[config.mk]
export PLATFORM = sky130hd
export DESIGN_NAME = icr_top
export DESIGN_NICKNAME = d
export VERILOG_FILES = /design/src/icr_pkg.sv /design/src/icr_top.sv /design/src/icr_edge_detect.sv
export SDC_FILE = /design/constraint.sdc
export NUM_CORES = 1
export LEC_CHECK = 0
export ABC_AREA = 1
export BUFFER_PORTS_ARGS = -buffer_cell sky130_fd_sc_hd__buf_2
export CAP_MARGIN = 20
export CELL_PAD_IN_SITES_DETAIL_PLACEMENT = 1
export CELL_PAD_IN_SITES_GLOBAL_PLACEMENT = 1
export CORE_UTILIZATION = 24
export CTS_CLUSTER_DIAMETER = 200
export CTS_CLUSTER_SIZE = 10
export DETAILED_ROUTE_END_ITERATION = 16
export PLACE_DENSITY_LB_ADDON = 0.1
export SLEW_MARGIN = 20
export SYNTH_ARGS = -nofsm -noshare
export SYNTH_HDL_FRONTEND = slang
export SYNTH_SLANG_ARGS = --single-unit
[constraint.sdc]
create_clock -name mclk -period 1 [get_ports mclk]
set_input_delay 0.1 -clock mclk [delete_from_list [all_inputs] [get_ports mclk]]
set_output_delay 0.1 -clock mclk [all_outputs]
set_load 0.03 [all_outputs]
[src/icr_pkg.sv]
// Purpose: Shared constants for the interrupt control and edge select block.
// Assumes: APB with 32-bit data, one aligned word per register.
// Notes:   Offsets are byte addresses; field positions are bit numbers.
package icr_pkg;
  localparam logic [11:0] ICR_OFF_CTRL      = 12'h000;
  localparam logic [11:0] ICR_OFF_FLAGS     = 12'h004;
  localparam logic [11:0] ICR_OFF_MASK      = 12'h008;
  localparam int          ICR_ALT_TABLE_BIT = 15;
  localparam int          ICR_TIMED_DIS_BIT = 14;
  localparam int          ICR_NUM_EXT       = 3;
  localparam logic [15:0] ICR_CTRL_RESET    = 16'h0000;
  localparam logic [15:0] ICR_CTRL_WMASK    = 16'h8007;
  localparam logic [2:0]  ICR_FLAGS_RESET   = 3'h0;
  localparam logic [2:0]  ICR_MASK_RESET    = 3'h0;
endpackage

[src/icr_top.sv]
// Purpose: Interrupt control register with vector table select and edge select.
// Assumes: APB slave, 32-bit data, zero wait states.
// Notes:   External flags are sticky, cleared by writing one.
// What this block does
// RULE1 - Vector select bit 15 set means alternate vector table is used.
// RULE2 - Vector select bit 15 clear, its reset value, means standard table.
// RULE3 - Bit 14 reads one while timed disable is active; writes ignored.
// RULE4 - Bits 2, 1, 0 are read-write polarity selects for external inputs.
// RULE5 - Polarity one detects falling edge; zero detects rising edge.
// RULE6 - A detected selected edge sets that input's request flag.
// RULE7 - Bits 13 to 3 read zero and ignore writes.
//
// Chosen here: register access over APB and the register addresses.
`timescale 1ns/1ps
module icr_top
  import icr_pkg::*;
(
  input  wire logic        mclk,
  input  wire logic        reset_n,
  input  wire logic        psel,
  input  wire logic        penable,
  input  wire logic        pwrite,
  input  wire logic [11:0] paddr,
  input  wire logic [31:0] pwdata,
  output logic      [31:0] prdata,
  output logic             pready,
  output logic             pslverr,
  input  wire logic        timed_irq_disable_active,
  input  wire logic [2:0]  ext_irq_pin,
  output logic             alt_vector_table_select,
  output logic [2:0]       ext_irq_request_flag,
  output logic             irq
);
  logic [15:0] interrupt_control_two;
  logic [15:0] ctrl_write;
  logic        alt_table;
  logic        next_alt_table;
  logic [2:0]  edge_polarity;
  logic [2:0]  next_edge_polarity;
  logic [2:0]  irq_mask;
  logic [2:0]  next_irq_mask;
  logic [2:0]  next_request_flag;
  logic [2:0]  edge_hit;
  logic [2:0]  clear_req;
  logic        next_irq;
  logic [31:0] next_prdata;
  logic        setup_phase;
  logic        access_phase;
  logic        wr_en;
  logic        rd_setup;
  logic        addr_ok;
  logic        hit_ctrl;
  logic        hit_flags;
  logic        hit_mask;

  // Compares the bus address with one register offset.
  function automatic logic is_reg(
    input logic [11:0] a,
    input logic [11:0] off
  );
    return a == off;
  endfunction

  // True for the three offsets that hold a register; others answer with an error.
  function automatic logic is_mapped(input logic [11:0] a);
    return is_reg(a, ICR_OFF_CTRL) || is_reg(a, ICR_OFF_FLAGS) || is_reg(a, ICR_OFF_MASK);
  endfunction

  // Builds the software view of the control register from its live fields.
  function automatic logic [15:0] ctrl_word(
    input logic       alt,
    input logic       dis,
    input logic [2:0] pol
  );
    logic [15:0] v;
    v                    = 16'h0000;
    v[ICR_ALT_TABLE_BIT] = alt;
    v[ICR_TIMED_DIS_BIT] = dis;
    v[2:0]               = pol;
    return v;
  endfunction

  // Pads a register image with zeros up to the bus width.
  function automatic logic [31:0] widen_half(input logic [15:0] v);
    return {16'h0000, v};
  endfunction

  function automatic logic [31:0] widen_flags(input logic [2:0] v);
    return {29'h0000_0000, v};
  endfunction

  // Bus phase decode; the slave never inserts wait states.
  assign setup_phase  = psel & ~penable;
  assign access_phase = psel & penable;
  assign addr_ok      = is_mapped(paddr);
  assign hit_ctrl     = is_reg(paddr, ICR_OFF_CTRL);
  assign hit_flags    = is_reg(paddr, ICR_OFF_FLAGS);
  assign hit_mask     = is_reg(paddr, ICR_OFF_MASK);
  assign wr_en        = access_phase & pwrite;
  assign rd_setup     = setup_phase & ~pwrite;
  assign pready       = 1'b1;
  assign pslverr      = access_phase & ~addr_ok;

  // Only the writable fields survive; bits 14 to 3 are never stored.
  assign ctrl_write = pwdata[15:0] & ICR_CTRL_WMASK; // RULE3 RULE7

  always_comb begin
    next_alt_table = alt_table;
    if (wr_en && hit_ctrl) begin
      next_alt_table = ctrl_write[ICR_ALT_TABLE_BIT]; // RULE1
    end
  end

  always_ff @(posedge mclk) begin
    if (!reset_n) begin
      alt_table <= ICR_CTRL_RESET[ICR_ALT_TABLE_BIT]; // RULE2
    end else begin
      alt_table <= next_alt_table;
    end
  end

  always_comb begin
    next_edge_polarity = edge_polarity;
    if (wr_en && hit_ctrl) begin
      next_edge_polarity = ctrl_write[2:0]; // RULE4
    end
  end

  always_ff @(posedge mclk) begin
    if (!reset_n) begin
      edge_polarity <= ICR_CTRL_RESET[2:0];
    end else begin
      edge_polarity <= next_edge_polarity;
    end
  end

  assign alt_vector_table_select = alt_table; // RULE1 RULE2

  // Status bit 14 is taken live from the disable input, never from storage.
  assign interrupt_control_two = ctrl_word(alt_table,
                                           timed_irq_disable_active,
                                           edge_polarity); // RULE3 RULE7

  genvar g;
  generate
    for (g = 0; g < ICR_NUM_EXT; g++) begin : gen_ext
      icr_edge_detect u_edge (
        .mclk        (mclk),
        .reset_n     (reset_n),
        .pin         (ext_irq_pin[g]),
        .falling_sel (edge_polarity[g]),
        .edge_pulse  (edge_hit[g])
      );
    end
  endgenerate

  // A clear takes effect only where software writes a one.
  always_comb begin
    clear_req = 3'h0;
    if (wr_en && hit_flags) begin
      clear_req = pwdata[2:0];
    end
  end

  // Sticky flags; a new edge wins over a simultaneous clear.
  always_comb begin
    next_request_flag = (ext_irq_request_flag & ~clear_req) | edge_hit; // RULE6
  end

  always_ff @(posedge mclk) begin
    if (!reset_n) begin
      ext_irq_request_flag <= ICR_FLAGS_RESET;
    end else begin
      ext_irq_request_flag <= next_request_flag; // RULE6
    end
  end

  always_comb begin
    next_irq_mask = irq_mask;
    if (wr_en && hit_mask) begin
      next_irq_mask = pwdata[2:0];
    end
  end

  always_ff @(posedge mclk) begin
    if (!reset_n) begin
      irq_mask <= ICR_MASK_RESET;
    end else begin
      irq_mask <= next_irq_mask;
    end
  end

  // The interrupt line follows any unmasked flag one clock later.
  assign next_irq = |(ext_irq_request_flag & irq_mask);

  always_ff @(posedge mclk) begin
    if (!reset_n) begin
      irq <= 1'b0;
    end else begin
      irq <= next_irq;
    end
  end

  // Read data are taken in the setup cycle and stand through the access phase.
  always_comb begin
    next_prdata = prdata;
    if (rd_setup) begin
      unique case (paddr)
        ICR_OFF_CTRL: begin
          next_prdata = widen_half(interrupt_control_two); // RULE3 RULE7
        end
        ICR_OFF_FLAGS: begin
          next_prdata = widen_flags(ext_irq_request_flag);
        end
        ICR_OFF_MASK: begin
          next_prdata = widen_flags(irq_mask);
        end
        default: begin
          next_prdata = 32'h0000_0000;
        end
      endcase
    end
  end

  always_ff @(posedge mclk) begin
    if (!reset_n) begin
      prdata <= 32'h0000_0000;
    end else begin
      prdata <= next_prdata;
    end
  end
endmodule

[src/icr_edge_detect.sv]
// Purpose: Synchronise one external interrupt pin and detect the selected edge.
// Assumes: Pin is asynchronous to mclk.
// Notes:   Pulse appears two edges after the pin changes.
`timescale 1ns/1ps
module icr_edge_detect
  import icr_pkg::*;
(
  input  wire logic mclk,
  input  wire logic reset_n,
  input  wire logic pin,
  input  wire logic falling_sel,
  output logic      edge_pulse
);
  logic sync_a;
  logic sync_b;
  logic last;

  always_ff @(posedge mclk) begin
    if (!reset_n) begin
      sync_a <= 1'b0;
      sync_b <= 1'b0;
      last   <= 1'b0;
    end else begin
      sync_a <= pin;
      sync_b <= sync_a;
      last   <= sync_b;
    end
  end

  // Falling edge when the polarity bit is one, rising edge when zero.
  always_comb begin
    edge_pulse = falling_sel ? (last & ~sync_b) : (~last & sync_b); // RULE5
  end
endmodule

**Word-level counts from Yosys, hierarchy flattened**

Index checks and enable logic that the tools add are counted.

- Bits in registers: 52
- Bits of input ports: 53
- Output and inout bits: 39

- Mux-type cells: 5
- Reduce and logical (&&, ||, !) cells: 7
- Bitwise gates (word level): 24
- Equality and inequality tests: 2

Operators by type and width:

| cell | number |
|---|---|
| case mux 16 bit (3 select lines) | 1 |
| equality test 12 x 3 -> 1 bit, second input constant | 1 |
| equality test 12 x 4 -> 1 bit, second input constant | 1 |
| logical NOT 12 bit | 1 |
| bitwise AND 1 bit | 11 |
| inverter 1 bit | 9 |
| bitwise AND 3 bit | 2 |
| logical AND 1 bit | 3 |
| 2-to-1 mux 1 bit | 3 |
| 2-to-1 mux 3 bit | 1 |
| inverter 3 bit | 1 |
| OR 3 bit | 1 |
| OR reduction 3 bit | 1 |
| logical OR 1 bit | 2 |

**Depth between registers and ports, before layout**

Gate-level depths: netlist of the first run.

- Depth after elaboration: 7
- Depth in mapped cells: 8
- Depth with buffers taken out: 8

**Hierarchy**

Synthesis of the first run repeated with hierarchy kept, for this count alone.

- Cell total of the unflattened synthesis: 186
- Area total of the unflattened synthesis: 1301.2 µm²

Modules (own cells, without submodules):

| module | instances | area an instance (µm²) | cells each |
|---|---|---|---|
| icr_top | 1 | 978.4 | 141 |
| icr_edge_detect | 3 | 107.6 | 15 |

**Worst setup path before layout of the first run**

Ideal clock, no wire load.

- Path kind: input port to flip-flop
- Start: input port paddr[1]
- End: register alt_table (netlist: alt_vector_table_select)
- Setup time: 123 ps
- Path slack: 39 ps
- Arrival: 837 ps
- Path buffers: 0
- Stages on the path: 6
- Data required time: 877 ps
- Cells stage by stage: nor2_2 -> nand2_1 -> nor2_4 -> nand3_1 -> o21ai_0 -> a21oi_1

- Word-level cells in the longest chain between the ends: 2

Ends and longest elaborated chain:

| element | RTL line | source |
|---|---|---|
| start: declaration | icr_top.sv:23 | `input wire logic [11:0] paddr,` |
| logical NOT 12 bit | icr_top.sv:61 | `return a == off;` |
| logical AND 1 bit | icr_top.sv:109 | `if (wr_en && hit_ctrl) begin` |
| end signal: assignment | icr_top.sv:116 | `alt_table <= ICR_CTRL_RESET[ICR_ALT_TABLE_BIT];` |
| end signal: assignment | icr_top.sv:118 | `alt_table <= next_alt_table;` |
| end: declaration | icr_top.sv:36 | `logic alt_table;` |

Every way passes these cells.
A chain may end at the register's enable or synchronous reset.

**Worst setup path after layout of the first run**

- Start: input port paddr[8]
- End: output port pslverr

- Word-level cells in the longest chain between the ends: 5

Ends and longest elaborated chain:

| element | RTL line | source |
|---|---|---|
| equality test 12 x 3 -> 1 bit or logical NOT 12 bit (tied branches) | icr_top.sv:61 |  |
| logical OR 1 bit | icr_top.sv:66 | `return is_reg(a, ICR_OFF_CTRL) \|\| is_reg(a, ICR_OFF_FLAGS) \|\| is_reg(a, ICR_OFF_MASK);` |
| logical OR 1 bit (*) | icr_top.sv:66 |  |
| inverter 1 bit (*) | icr_top.sv:102 | `assign pslverr = access_phase & ~addr_ok;` |
| bitwise AND 1 bit (*) | icr_top.sv:102 |  |
| end: declaration | icr_top.sv:27 | `output logic pslverr,` |

Mark *: on every way between the ends. The rest lies on a longest branch, timed or not.

==> results of run 1 <==
## cell usage after synthesis
library cell	number	area share, %
o21ai_0	12	4.7
clkbuf_1	1	0.29
nor2_4	2	1.8
inv_2	1	0.29
nor3_2	1	0.78
buf_1	1	0.29
a21oi_1	16	6.2
nor2_1	12	3.5
and3_1	1	0.49
inv_1	23	6.7
nand2_1	34	9.9
dfxtp_1	25	39
nand3_1	18	7.0
buf_4	29	17
nor2_2	3	1.5
conb_1	2	0.59
## per-stage QoR
step | instances | area, µm²
finish | 298 | 1690
detailed placement | 292 | 1500
CTS | 297 | 1580
global route | 298 | 1690
floorplan | 207 | 1380
global placement | 292 | 1500
## report_power, final
part / switching (mW) / internal [mW]
sequential: 0.0159 / 1.02
clock: 0.307 / 0.285
combinational: 0.265 / 0.105
total: 0.588 / 1.41
## timing repair
action | in CTS | in global routing
buffers inserted | 1 | 1
endpoints found under the setup margin | 1 | 17
pin swaps | 3 | 10
resized for setup | 5 | 29
endpoints found under the hold margin | 0 | 0
## per-layer routing
metal	track usage [%]	share of wire [%]
met1	12.7	39
met2	23.1	52
met3	3.21	6.0
met4	5.76	2.2
met5	0	0
## sequential cells by signal (all words and copies together) (netlist names)
signal,count
prdata,5
edge_polarity,3
ext_irq_request_flag,3
gen_ext.u_edge.sync_b,3
alt_vector_table_select,1
irq_mask,3
gen_ext.u_edge.sync_a,3
irq,1
gen_ext.u_edge.last,3
## cell families (layout without fill, tap and decap cells)
group                  count (synthesis)  count (layout)
buffers and inverters                 55              76
other                                  2              28
AO/OA/AOI/OAI                         28              28
flip-flops                            25              25
AND/OR/NAND/NOR                       71              71
## area by class of cell
type / count / area, µm² / area share, %
timing repair buffer: 48 / 334 / 19.8
tap: 70 / 87.6 / 5.19
inverter: 24 / 90.1 / 5.34
sequential: 25 / 504 / 29.9
multi-input combinational: 127 / 627 / 37.1
clock buffer: 4 / 45.0 / 2.67
## final timing paths
kind | startpoint | cells after the start | to | slack [ps]
max | paddr[8] | 7 | pslverr | 40
min | ext_irq_pin[2] | 3 | gen_ext[2].u_edge.sync_a | 10
max reg2reg | edge_polarity[0] | 6 | ext_irq_request_flag[0] | 90
min reg2reg | gen_ext[0].u_edge.sync_a | 2 | gen_ext[0].u_edge.sync_b | 420
## critical path: cells and delay by family
| family | cells | cell delay [ps] |
|---|---|---|
| buffers and inverters | 2 | 230 |
| and+or+nand+nor | 5 | 520 |
==> summary.md, run 1 <==
| Metric | Value |
|---|---|
| Clock latency at the later pin of the worst-skew pair | `270 ps` |
| Via Count | `1188` |
| Syn avg cell area | `slightly above 7 µm²` |
| Die Span X | `roughly 75 µm` |
| First-pass GRT wire length | `5090 µm` |
| Synth Area in Compound Gates | `10.9%` |
| Core Region | `5140 µm²` |
| Post-synthesis mux area share | `0%` |
| WP data arrival | `860 ps` |
| I/O Buffers | `35` |
| DRT Wirelength | `3260 µm` |
| Total gr overflow | `0` |
| CTS clk-pin slew, worst paths | `about 80 ps` |
| CP Class | `primary input to primary output` |
| Slowest Stage Delay on Critical Path | `roughly 150 ps` |
| Worst Setup Slack, final | `roughly 42 ps` |
| Status | `finished, final reports clean` |
| Final setup violation count | `0` |
| Final hold violation count | `0` |
| Fillers | `684` |
| HPWL Detailed | `2690 µm` |
| Crit end category | `primary output` |
| DIE AREA | `5650 µm²` |
| CP Max Fanout | `2` |
| Row Count | `26` |
| IO Count | `92` |
| Largest family of logic cells by synthesized area | `simple AND/OR/NAND/NOR gates` |
| Achievable clock frequency | `1040 MHz` |
| Area Growth Syn to Fin | `31.5%` |
| Most frequent cells in the layout | `30 x nand2_1, 28 x conb_1, 26 x buf_2` |
| Startpoint types | `primary input` |
| Initial Utilization | `around a quarter` |
| Register bit total from synthesis | `25` |
| Vias in the first global route | `1206` |
| DR DRC count | `0` |
| Post-DR wirelength/cell | `10.9 µm` |
| Worst Hold Class | `primary input to register` |
| Routed Antenna Nets | `0` |
| DRT Pass-1 Iters | `4` |
| Leakage | `0.823 nW` |
| Worst EP required | `approximately 900 ps` |
| Count of final max-slew check failures | `0` |
| Xor/xnor share of the synthesized area | `0%` |
| Final Power | `2.00 mW` |
| Hold buffers post-CTS | `0` |
| Initial DRC Count | `33` |
| Sink Count | `25` |
| Total GRT Usage | `around an eighth` |
| CTS Root Cell | `clkbuf_8` |
| Htree depth | `1` |
| Initial antenna violation count | `0` |
| Crit-path slowest cell | `and3_4` |
| Pwr/cell area | `roughly 1200 nW/µm²` |
| Mapped Area | `1280 µm²` |
| TritonCTS clock tree | `built` |
| Die Ht | `between 70 and 80 µm` |
| Fin Setup TNS | `0 ps` |
| Post-Synth Simple-Gate Area | `25.0%` |
| Place WS | `-262 ps` |
| Share of layout cells above drive strength 1 | `32.9%` |
| Finished Core Util | `32.8%` |
| Pin count of the biggest net entering global routing | `15` |
| TritonCTS buffer count | `3` |
| Hold_ws | `about 11 ps` |
| Gp weighted congestion | `~0.75` |
| Yosys cell types | `16` |
| Final period util | `between 90% and 100%` |
| Minimum clock period | `about 960 ps` |
| Maximum vdd drop | `between 0.5 and 0.6 mV` |
| Commonest non-fill, non-tap cell in the layout | `nand2_1` |
| Vias/cell | `3.99` |
| Synthesized instance count | `181` |
| Ant. Diodes | `0` |
| Clock tree buffer depth | `2` |
| Max-cap violations | `0` |
| Fin Clk Skew | `2.75 ps` |
| Post-Synth Adder-Cell Area | `0%` |
| Final net count | `282` |
| Worst path cell trace | `buf_6 -> nor2_4 -> nand2_2 -> nor2_4 -> nand2_2 -> and3_4 -> buf_6` |
| Register area share after synthesis | `~40%` |
| Ys Warns | `0` |
Note: power is estimated with default switching activity, not from simulation.
==> run 2, diff against run 1 <==
--- a/config.mk
+++ b/config.mk
@@ -15,6 +15,7 @@
 export CTS_CLUSTER_SIZE = 10
 export DETAILED_ROUTE_END_ITERATION = 16
 export PLACE_DENSITY_LB_ADDON = 0.1
+export RECOVER_POWER = 50
 export SLEW_MARGIN = 20
 export SYNTH_ARGS = -nofsm -noshare
 export SYNTH_HDL_FRONTEND = slang
==> summary.md, run 2 (same netlist as run 1, synthesis figures left out) <==
| Metric | Value |
|---|---|
| Status | `finished, final reports clean (unchanged)` |
| Startpoint types | `primary input (unchanged)` |
| Final period util | `95.8% (unchanged)` |
| GR Util met3 | `3.21% (unchanged)` |
| Reg2reg start | `edge_polarity[0] (unchanged)` |
| Initial DRC Count | `33 (unchanged)` |
| TritonCTS clock tree | `built (unchanged)` |
| Hold buffers post-CTS | `0 (unchanged)` |
| Crit-path leading delay family | `simple AND/OR/NAND/NOR gates (unchanged)` |
| TritonCTS buffer count | `3 (unchanged)` |
| Place WS | `-262 ps (unchanged)` |
| Vias in the first global route | `1206 (unchanged)` |
| HPWL Detailed | `2690 µm (unchanged)` |
| CP endpoint | `pslverr (unchanged)` |
| Htree depth | `1 (unchanged)` |
| Clock tree buffer depth | `2 (unchanged)` |
| Worst EP required | `900 ps (about the same)` |
| Ant. Diodes | `0 (unchanged)` |
| Worst reg-to-reg setup slack | `90 ps (about the same)` |
| Total gr overflow | `0 (unchanged)` |
| Max-cap violations | `0 (unchanged)` |
| Initial antenna violation count | `0 (unchanged)` |
| CTS clk-pin slew, worst paths | `80 ps (about the same)` |
| Initial Utilization | `25.0% (unchanged)` |
| Area Growth Syn to Fin | `31.1% (was 31.5%)` |
| Gp weighted congestion | `0.749 (unchanged)` |
| Sink Count | `25 (unchanged)` |
| Critical Path Stages | `7 (unchanged)` |
| Die Span X | `75.1 µm (unchanged)` |
| Leakage | `0.814 nW (was 0.823 nW)` |
| Achievable clock frequency | `1040 MHz (unchanged)` |
| CTS Root Cell | `clkbuf_8 (unchanged)` |
| GRT Max-Usage Layer | `met2 (unchanged)` |
| Crit path launch | `paddr[8] (unchanged)` |
| Core Region | `5140 µm² (unchanged)` |
| Minimum clock period | `958 ps (unchanged)` |
| Final hold violation count | `0 (unchanged)` |
| Reg2Reg Depth | `6 (unchanged)` |
| DRT Wirelength | `3260 µm (about the same)` |
| Slowest Stage Delay on Critical Path | `150 ps (about the same)` |
| Final setup violation count | `0 (unchanged)` |
| Die Ht | `75.1 µm (unchanged)` |
| Count of final max-slew check failures | `0 (unchanged)` |
| Fin Setup TNS | `0 ps (unchanged)` |
| Worst slew pin tran | `roughly 620 ps` |
| Crit end category | `primary output (unchanged)` |
| Post-DR wirelength/cell | `10.9 µm (about the same)` |
| Most frequent cells in the layout | `30 x nand2_1, 28 x conb_1, 23 x buf_2 (was 30 x nand2_1, 28 x conb_1, 26 x buf_2)` |
| First-pass GRT wire length | `5090 µm (unchanged)` |
| Reg2reg end | `ext_irq_request_flag[0] (unchanged)` |
| Fin Clk Skew | `2.71 ps (was 2.75 ps)` |
| Commonest non-fill, non-tap cell in the layout | `nand2_1 (unchanged)` |
| Total GRT Usage | `12.3% (unchanged)` |
| DR DRC count | `0 (unchanged)` |
| Critical path buffers and inverters | `2 (unchanged)` |
| IO Count | `92 (unchanged)` |
| Via Count | `1189 (was 1188)` |
| I/O Buffers | `35 (unchanged)` |
| Crit-path slowest cell | `and3_4 (unchanged)` |
| CP Class | `primary input to primary output (unchanged)` |
| Row Count | `26 (unchanged)` |
| Share of layout cells above drive strength 1 | `32.0% (was 32.9%)` |
| Clock latency at the later pin of the worst-skew pair | `270 ps (about the same)` |
| Worst slew margin | `between 50% and 60%` |
| Largest register FFs | `5 (unchanged)` |
| DRT Pass-1 Iters | `4 (unchanged)` |
| Final net count | `282 (unchanged)` |
| Pin count of the biggest net entering global routing | `15 (unchanged)` |
| CP Max Fanout | `2 (unchanged)` |
| Pwr/cell area | `1190 nW/µm² (was 1180 nW/µm²)` |
| Worst Setup Slack, final | `42.2 ps (unchanged)` |
| WP data arrival | `860 ps (about the same)` |
| Biggest register | `prdata (unchanged)` |
| Worst Hold Class | `primary input to register (unchanged)` |
| Vias/cell | `3.99 (about the same)` |
| Final Power | `2.00 mW (about the same)` |
| Routed Antenna Nets | `0 (unchanged)` |
| Worst path cell trace | `buf_6 -> nor2_4 -> nand2_2 -> nor2_4 -> nand2_2 -> and3_4 -> buf_6 (unchanged)` |
| Maximum vdd drop | `0.516 mV (about the same)` |
| GR Util met2 | `23.1% (unchanged)` |
| Grt met1 use | `12.7% (unchanged)` |
| DIE AREA | `5650 µm² (unchanged)` |
-- run 2: stage by stage --
stage	utilization (%)	area, µm²	hold WS (ps)	cells
global route	32.7	1680	7.58	298
global placement	29.2	1500	278	292
finish	32.7	1680	10.9	298
detailed placement	29.2	1500	288	292
CTS	30.8	1580	3.18	297
floorplan	-	1380	193	207
-- run 2: layout make-up --
cell class	count	area, µm²
clock buffers	4	45.0
fillers	681	3460
inverters	24	90.1
multi-input cells	127	627
flip-flops and latches	25	504
well taps	70	87.6
repair buffers	48	329
-- run 2: worst min-delay path by stage --
stage,start,to,slack [ps],cells past startpoint
floorplan,ext_irq_pin[0],gen_ext[0].u_edge.sync_a,190,2
global placement,ext_irq_pin[0],gen_ext[0].u_edge.sync_a,280,3
detailed placement,ext_irq_pin[0],gen_ext[0].u_edge.sync_a,290,3
CTS,ext_irq_pin[0],gen_ext[0].u_edge.sync_a,3,3
global route,ext_irq_pin[2],gen_ext[2].u_edge.sync_a,8,3
finish,ext_irq_pin[2],gen_ext[2].u_edge.sync_a,10,3
-- run 2: worst register-to-register path: stages (launching register included) --
cell	delay [ps]
dfxtp_1	330
inv_1	90
nor2_1	50
nand2_1	50
o21ai_0	80
a21oi_1	150
nor2_1	60
-- run 2: metal layers --
layer / wire length [µm] / vias to the layer above
met5: 0 / -
met4: 73 / 0
met3: 196 / 7
met2: 1710 / 41
met1: 1280 / 536
li1: - / 605
-- run 2: what timing repair did --
action	4_1_cts	5_1_grt
setup buffers	1	1
gates resized for setup	5	29
endpoints found under the setup margin	1	17
pin swaps	3	10
-- run 2: where the power goes --
part           switching (mW)  internal [mW]
Combinational           0.265          0.102
Sequential             0.0159           1.02
Clock                   0.306          0.285
Total                   0.587           1.41
==> run 3, diff against run 2 <==
--- a/config.mk
+++ b/config.mk
@@ -10,7 +10,7 @@
 export CAP_MARGIN = 20
 export CELL_PAD_IN_SITES_DETAIL_PLACEMENT = 1
 export CELL_PAD_IN_SITES_GLOBAL_PLACEMENT = 1
-export CORE_UTILIZATION = 24
+export CORE_UTILIZATION = 26
 export CTS_CLUSTER_DIAMETER = 200
 export CTS_CLUSTER_SIZE = 10
 export DETAILED_ROUTE_END_ITERATION = 16
==> constraint.sdc (replaced) <==
create_clock -name mclk -period 0.91 [get_ports mclk]
set_input_delay 0.091 -clock mclk [delete_from_list [all_inputs] [get_ports mclk]]
set_output_delay 0.091 -clock mclk [all_outputs]
set_load 0.03 [all_outputs]
==> summary.md, run 3 (same netlist as run 1, synthesis figures left out) <==
| Metric | Value |
|---|---|
| Minimum clock period | `989 ps` |
| Gp weighted congestion | `0.768 (was 0.749)` |
| Hold_sp | `ext_irq_pin[0] (was ext_irq_pin[2])` |
| Worst Hold Class | `primary input to register (unchanged)` |
| GR Util met3 | `2.36% (was 3.21%)` |
| DR DRC count | `0 (unchanged)` |
| Vias in the first global route | `1216 (was 1206)` |
| GRT Max-Usage Layer | `met2 (unchanged)` |
| Hold Crit Depth | `3 (unchanged)` |
| Reg2reg end | `ext_irq_request_flag[0] (unchanged)` |
| Final period util | `109%` |
| Area Growth Syn to Fin | `40.6% (was 31.1%)` |
| Reg2reg start | `edge_polarity[0] (unchanged)` |
| I/O Buffers | `35 (unchanged)` |
| Startpoint types | `primary input (unchanged)` |
| Crit end category | `primary output (unchanged)` |
| Initial DRC Count | `24 (was 33)` |
| DRT Wirelength | `3370 µm (was 3260 µm)` |
| Commonest non-fill, non-tap cell in the layout | `nand2_1 (unchanged)` |
| Status | `finished with violations (was finished, final reports clean)` |
| Clock latency at the later pin of the worst-skew pair | `270 ps (about the same)` |
| Final Power | `2.25 mW (was 2.00 mW)` |
| Worst path cell trace | `buf_6 -> nor2_4 -> nand2_2 -> nor2_4 -> buf_6 -> nand2_4 -> and3_4 -> buf_6 (was buf_6 -> nor2_4 -> nand2_2 -> nor2_4 -> nand2_2 -> and3_4 -> buf_6)` |
| Seq pwr share | `50.6% (was 52.0%)` |
| Fin Clk Skew | `4.26 ps (was 2.71 ps)` |
| DRT Pass-1 Iters | `4 (unchanged)` |
| Count of final max-slew check failures | `0 (unchanged)` |
| CTS clk-pin slew, worst paths | `90 ps (was 80 ps)` |
| Via Count | `1238 (was 1189)` |
| Initial antenna violation count | `0 (unchanged)` |
| Grt met1 use | `14.8% (was 12.7%)` |
| IO Count | `92 (unchanged)` |
| Row Count | `25 (was 26)` |
| HPWL Detailed | `2700 µm (was 2690 µm)` |
| CP Max Fanout | `2 (unchanged)` |
| Slowest Stage Delay on Critical Path | `140 ps (was 150 ps)` |
| RSZ-0062 raised after global routing | `yes` |
| Worst slew pin tran | `649 ps (was 619 ps)` |
| Vias/cell | `4.09 (was 3.99)` |
| Final setup violation count | `4 (was 0)` |
| Clock tree buffer depth | `2 (unchanged)` |
| Most frequent cells in the layout | `30 x nand2_1, 28 x conb_1, 23 x buf_4 (was 30 x nand2_1, 28 x conb_1, 23 x buf_2)` |
| Pin count of the biggest net entering global routing | `16 (was 15)` |
| Worst EP required | `820 ps (was 900 ps)` |
| Achievable clock frequency | `between 1000 and 1500 MHz` |
| DIE AREA | `5220 µm² (was 5650 µm²)` |
| Final net count | `290 (was 282)` |
| Reg2Reg Depth | `5 (was 6)` |
| Fillers | `597 (was 681)` |
| Core Region | `4720 µm² (was 5140 µm²)` |
| Total gr overflow | `0 (unchanged)` |
| Share of layout cells above drive strength 1 | `38.1% (was 32.0%)` |
| Sw Pwr | `0.683 mW (was 0.587 mW)` |
| GR Util met2 | `25.3% (was 23.1%)` |
| Worst slew margin | `56.7% (was 58.7%)` |
| Die Ht | `72.3 µm (was 75.1 µm)` |
| WP data arrival | `900 ps (was 860 ps)` |
| Place WS | `-371 ps (was -262 ps)` |
| Crit-path slowest cell | `and3_4 (unchanged)` |
| Max-cap violations | `0 (unchanged)` |
| Total GRT Usage | `13.3% (was 12.3%)` |
| Hold path endpoint | `gen_ext[0].u_edge.sync_a (was gen_ext[2].u_edge.sync_a)` |
| First-pass GRT wire length | `5290 µm (was 5090 µm)` |
| TritonCTS buffer count | `3 (unchanged)` |
| Sink Count | `25 (unchanged)` |
| Net Sw Frac | `30.4% (was 29.4%)` |
| Ant. Diodes | `0 (unchanged)` |
| CP Class | `primary input to primary output (unchanged)` |
| Leakage | `0.879 nW (was 0.814 nW)` |
| Maximum vdd drop | `0.541 mV (was 0.516 mV)` |
| Routed Antenna Nets | `0 (unchanged)` |
| Non-filler cells, final | `303 (was 298)` |
| Largest register FFs | `5 (unchanged)` |
| Die Span X | `72.3 µm (was 75.1 µm)` |
| Combinational share of power | `19.8% (was 18.4%)` |
| CTS Root Cell | `clkbuf_8 (unchanged)` |
| Htree depth | `1 (unchanged)` |
| CP most frequent cell | `buf_6` |
| Biggest register | `prdata (unchanged)` |
| Worst Setup Slack, final | `-78.7 ps (was 42.2 ps)` |
| Cell internal pwr | `1.56 mW (was 1.41 mW)` |
| Final hold violation count | `0 (unchanged)` |
| TritonCTS clock tree | `built (unchanged)` |
| Placed insts | `291 (was 292)` |
| Pwr/cell area | `1240 nW/µm² (was 1190 nW/µm²)` |
| Post-DR wirelength/cell | `11.1 µm (was 10.9 µm)` |
| Initial Utilization | `27.2% (was 25.0%)` |
| Clk pwr share | `29.6% (about the same)` |
| Failing checks | `negative setup slack` |
| Worst reg-to-reg setup slack | `-20 ps (was 90 ps)` |
| Fin Setup TNS | `-171 ps (was 0 ps)` |
-- run 3: critical path: cells and delay by family --
family        cells  cell delay, ps
simple gates      5             470
buf+inv           3             350
-- run 3: through the flow --
stage	utilization, %	hold WS, ps	instance area [µm²]
2_1_floorplan	-	184	1410
3_3_place_gp	32.6	271	1540
3_5_place_dp	32.6	283	1540
4_1_cts	36.5	5.88	1730
5_1_grt	38.2	18.1	1810
6_report	38.2	9.31	1810
-- run 3: layout make-up --
cell class	count	area (µm²)	area share, %
multi-input cells	127	671	37.1
repair buffers	56	403	22.3
clock inverters	1	5.00	0.277
well taps	67	83.8	4.64
flip-flops and latches	25	512	28.3
clock buffers	3	41.3	2.29
inverters	24	90.1	4.99
-- run 3: per-layer routing --
layer / share of wire (%) / vias up
met5: 0 / -
met4: 1.1 / 0
met3: 6.0 / 5
met2: 52 / 43
met1: 41 / 570
li1: - / 620
-- run 3: worst max path at each step --
stage                                  from   endpoint  depth (start not counted)
floorplan           ext_irq_request_flag[1]  prdata[1]                          4
global placement                   paddr[9]    pslverr                          8
detailed placement                paddr[11]  prdata[1]                          9
CTS                                paddr[4]    pslverr                          8
global route                       paddr[4]    pslverr                          8
finish                             paddr[4]    pslverr                          8
-- run 3: what timing repair did --
item	CTS	global route
setup buffers	3	3
gates resized for setup	29	24
pin swaps	5	1
hold buffers	2	0
gates cloned	0	0
setup endpoints to repair	13	21
hold endpoints to repair	2	0
-- run 3: power by group through the flow --
stage | sequential, mW | clock (mW) | combinational [mW]
after floorplan | 1.18 | 0 | 0.329
after global placement | 1.16 | 0 | 0.372
after detailed placement | 1.16 | 0 | 0.380
after CTS | 1.14 | 0.704 | 0.418
after global routing | 1.14 | 0.766 | 0.479
final | 1.14 | 0.666 | 0.445
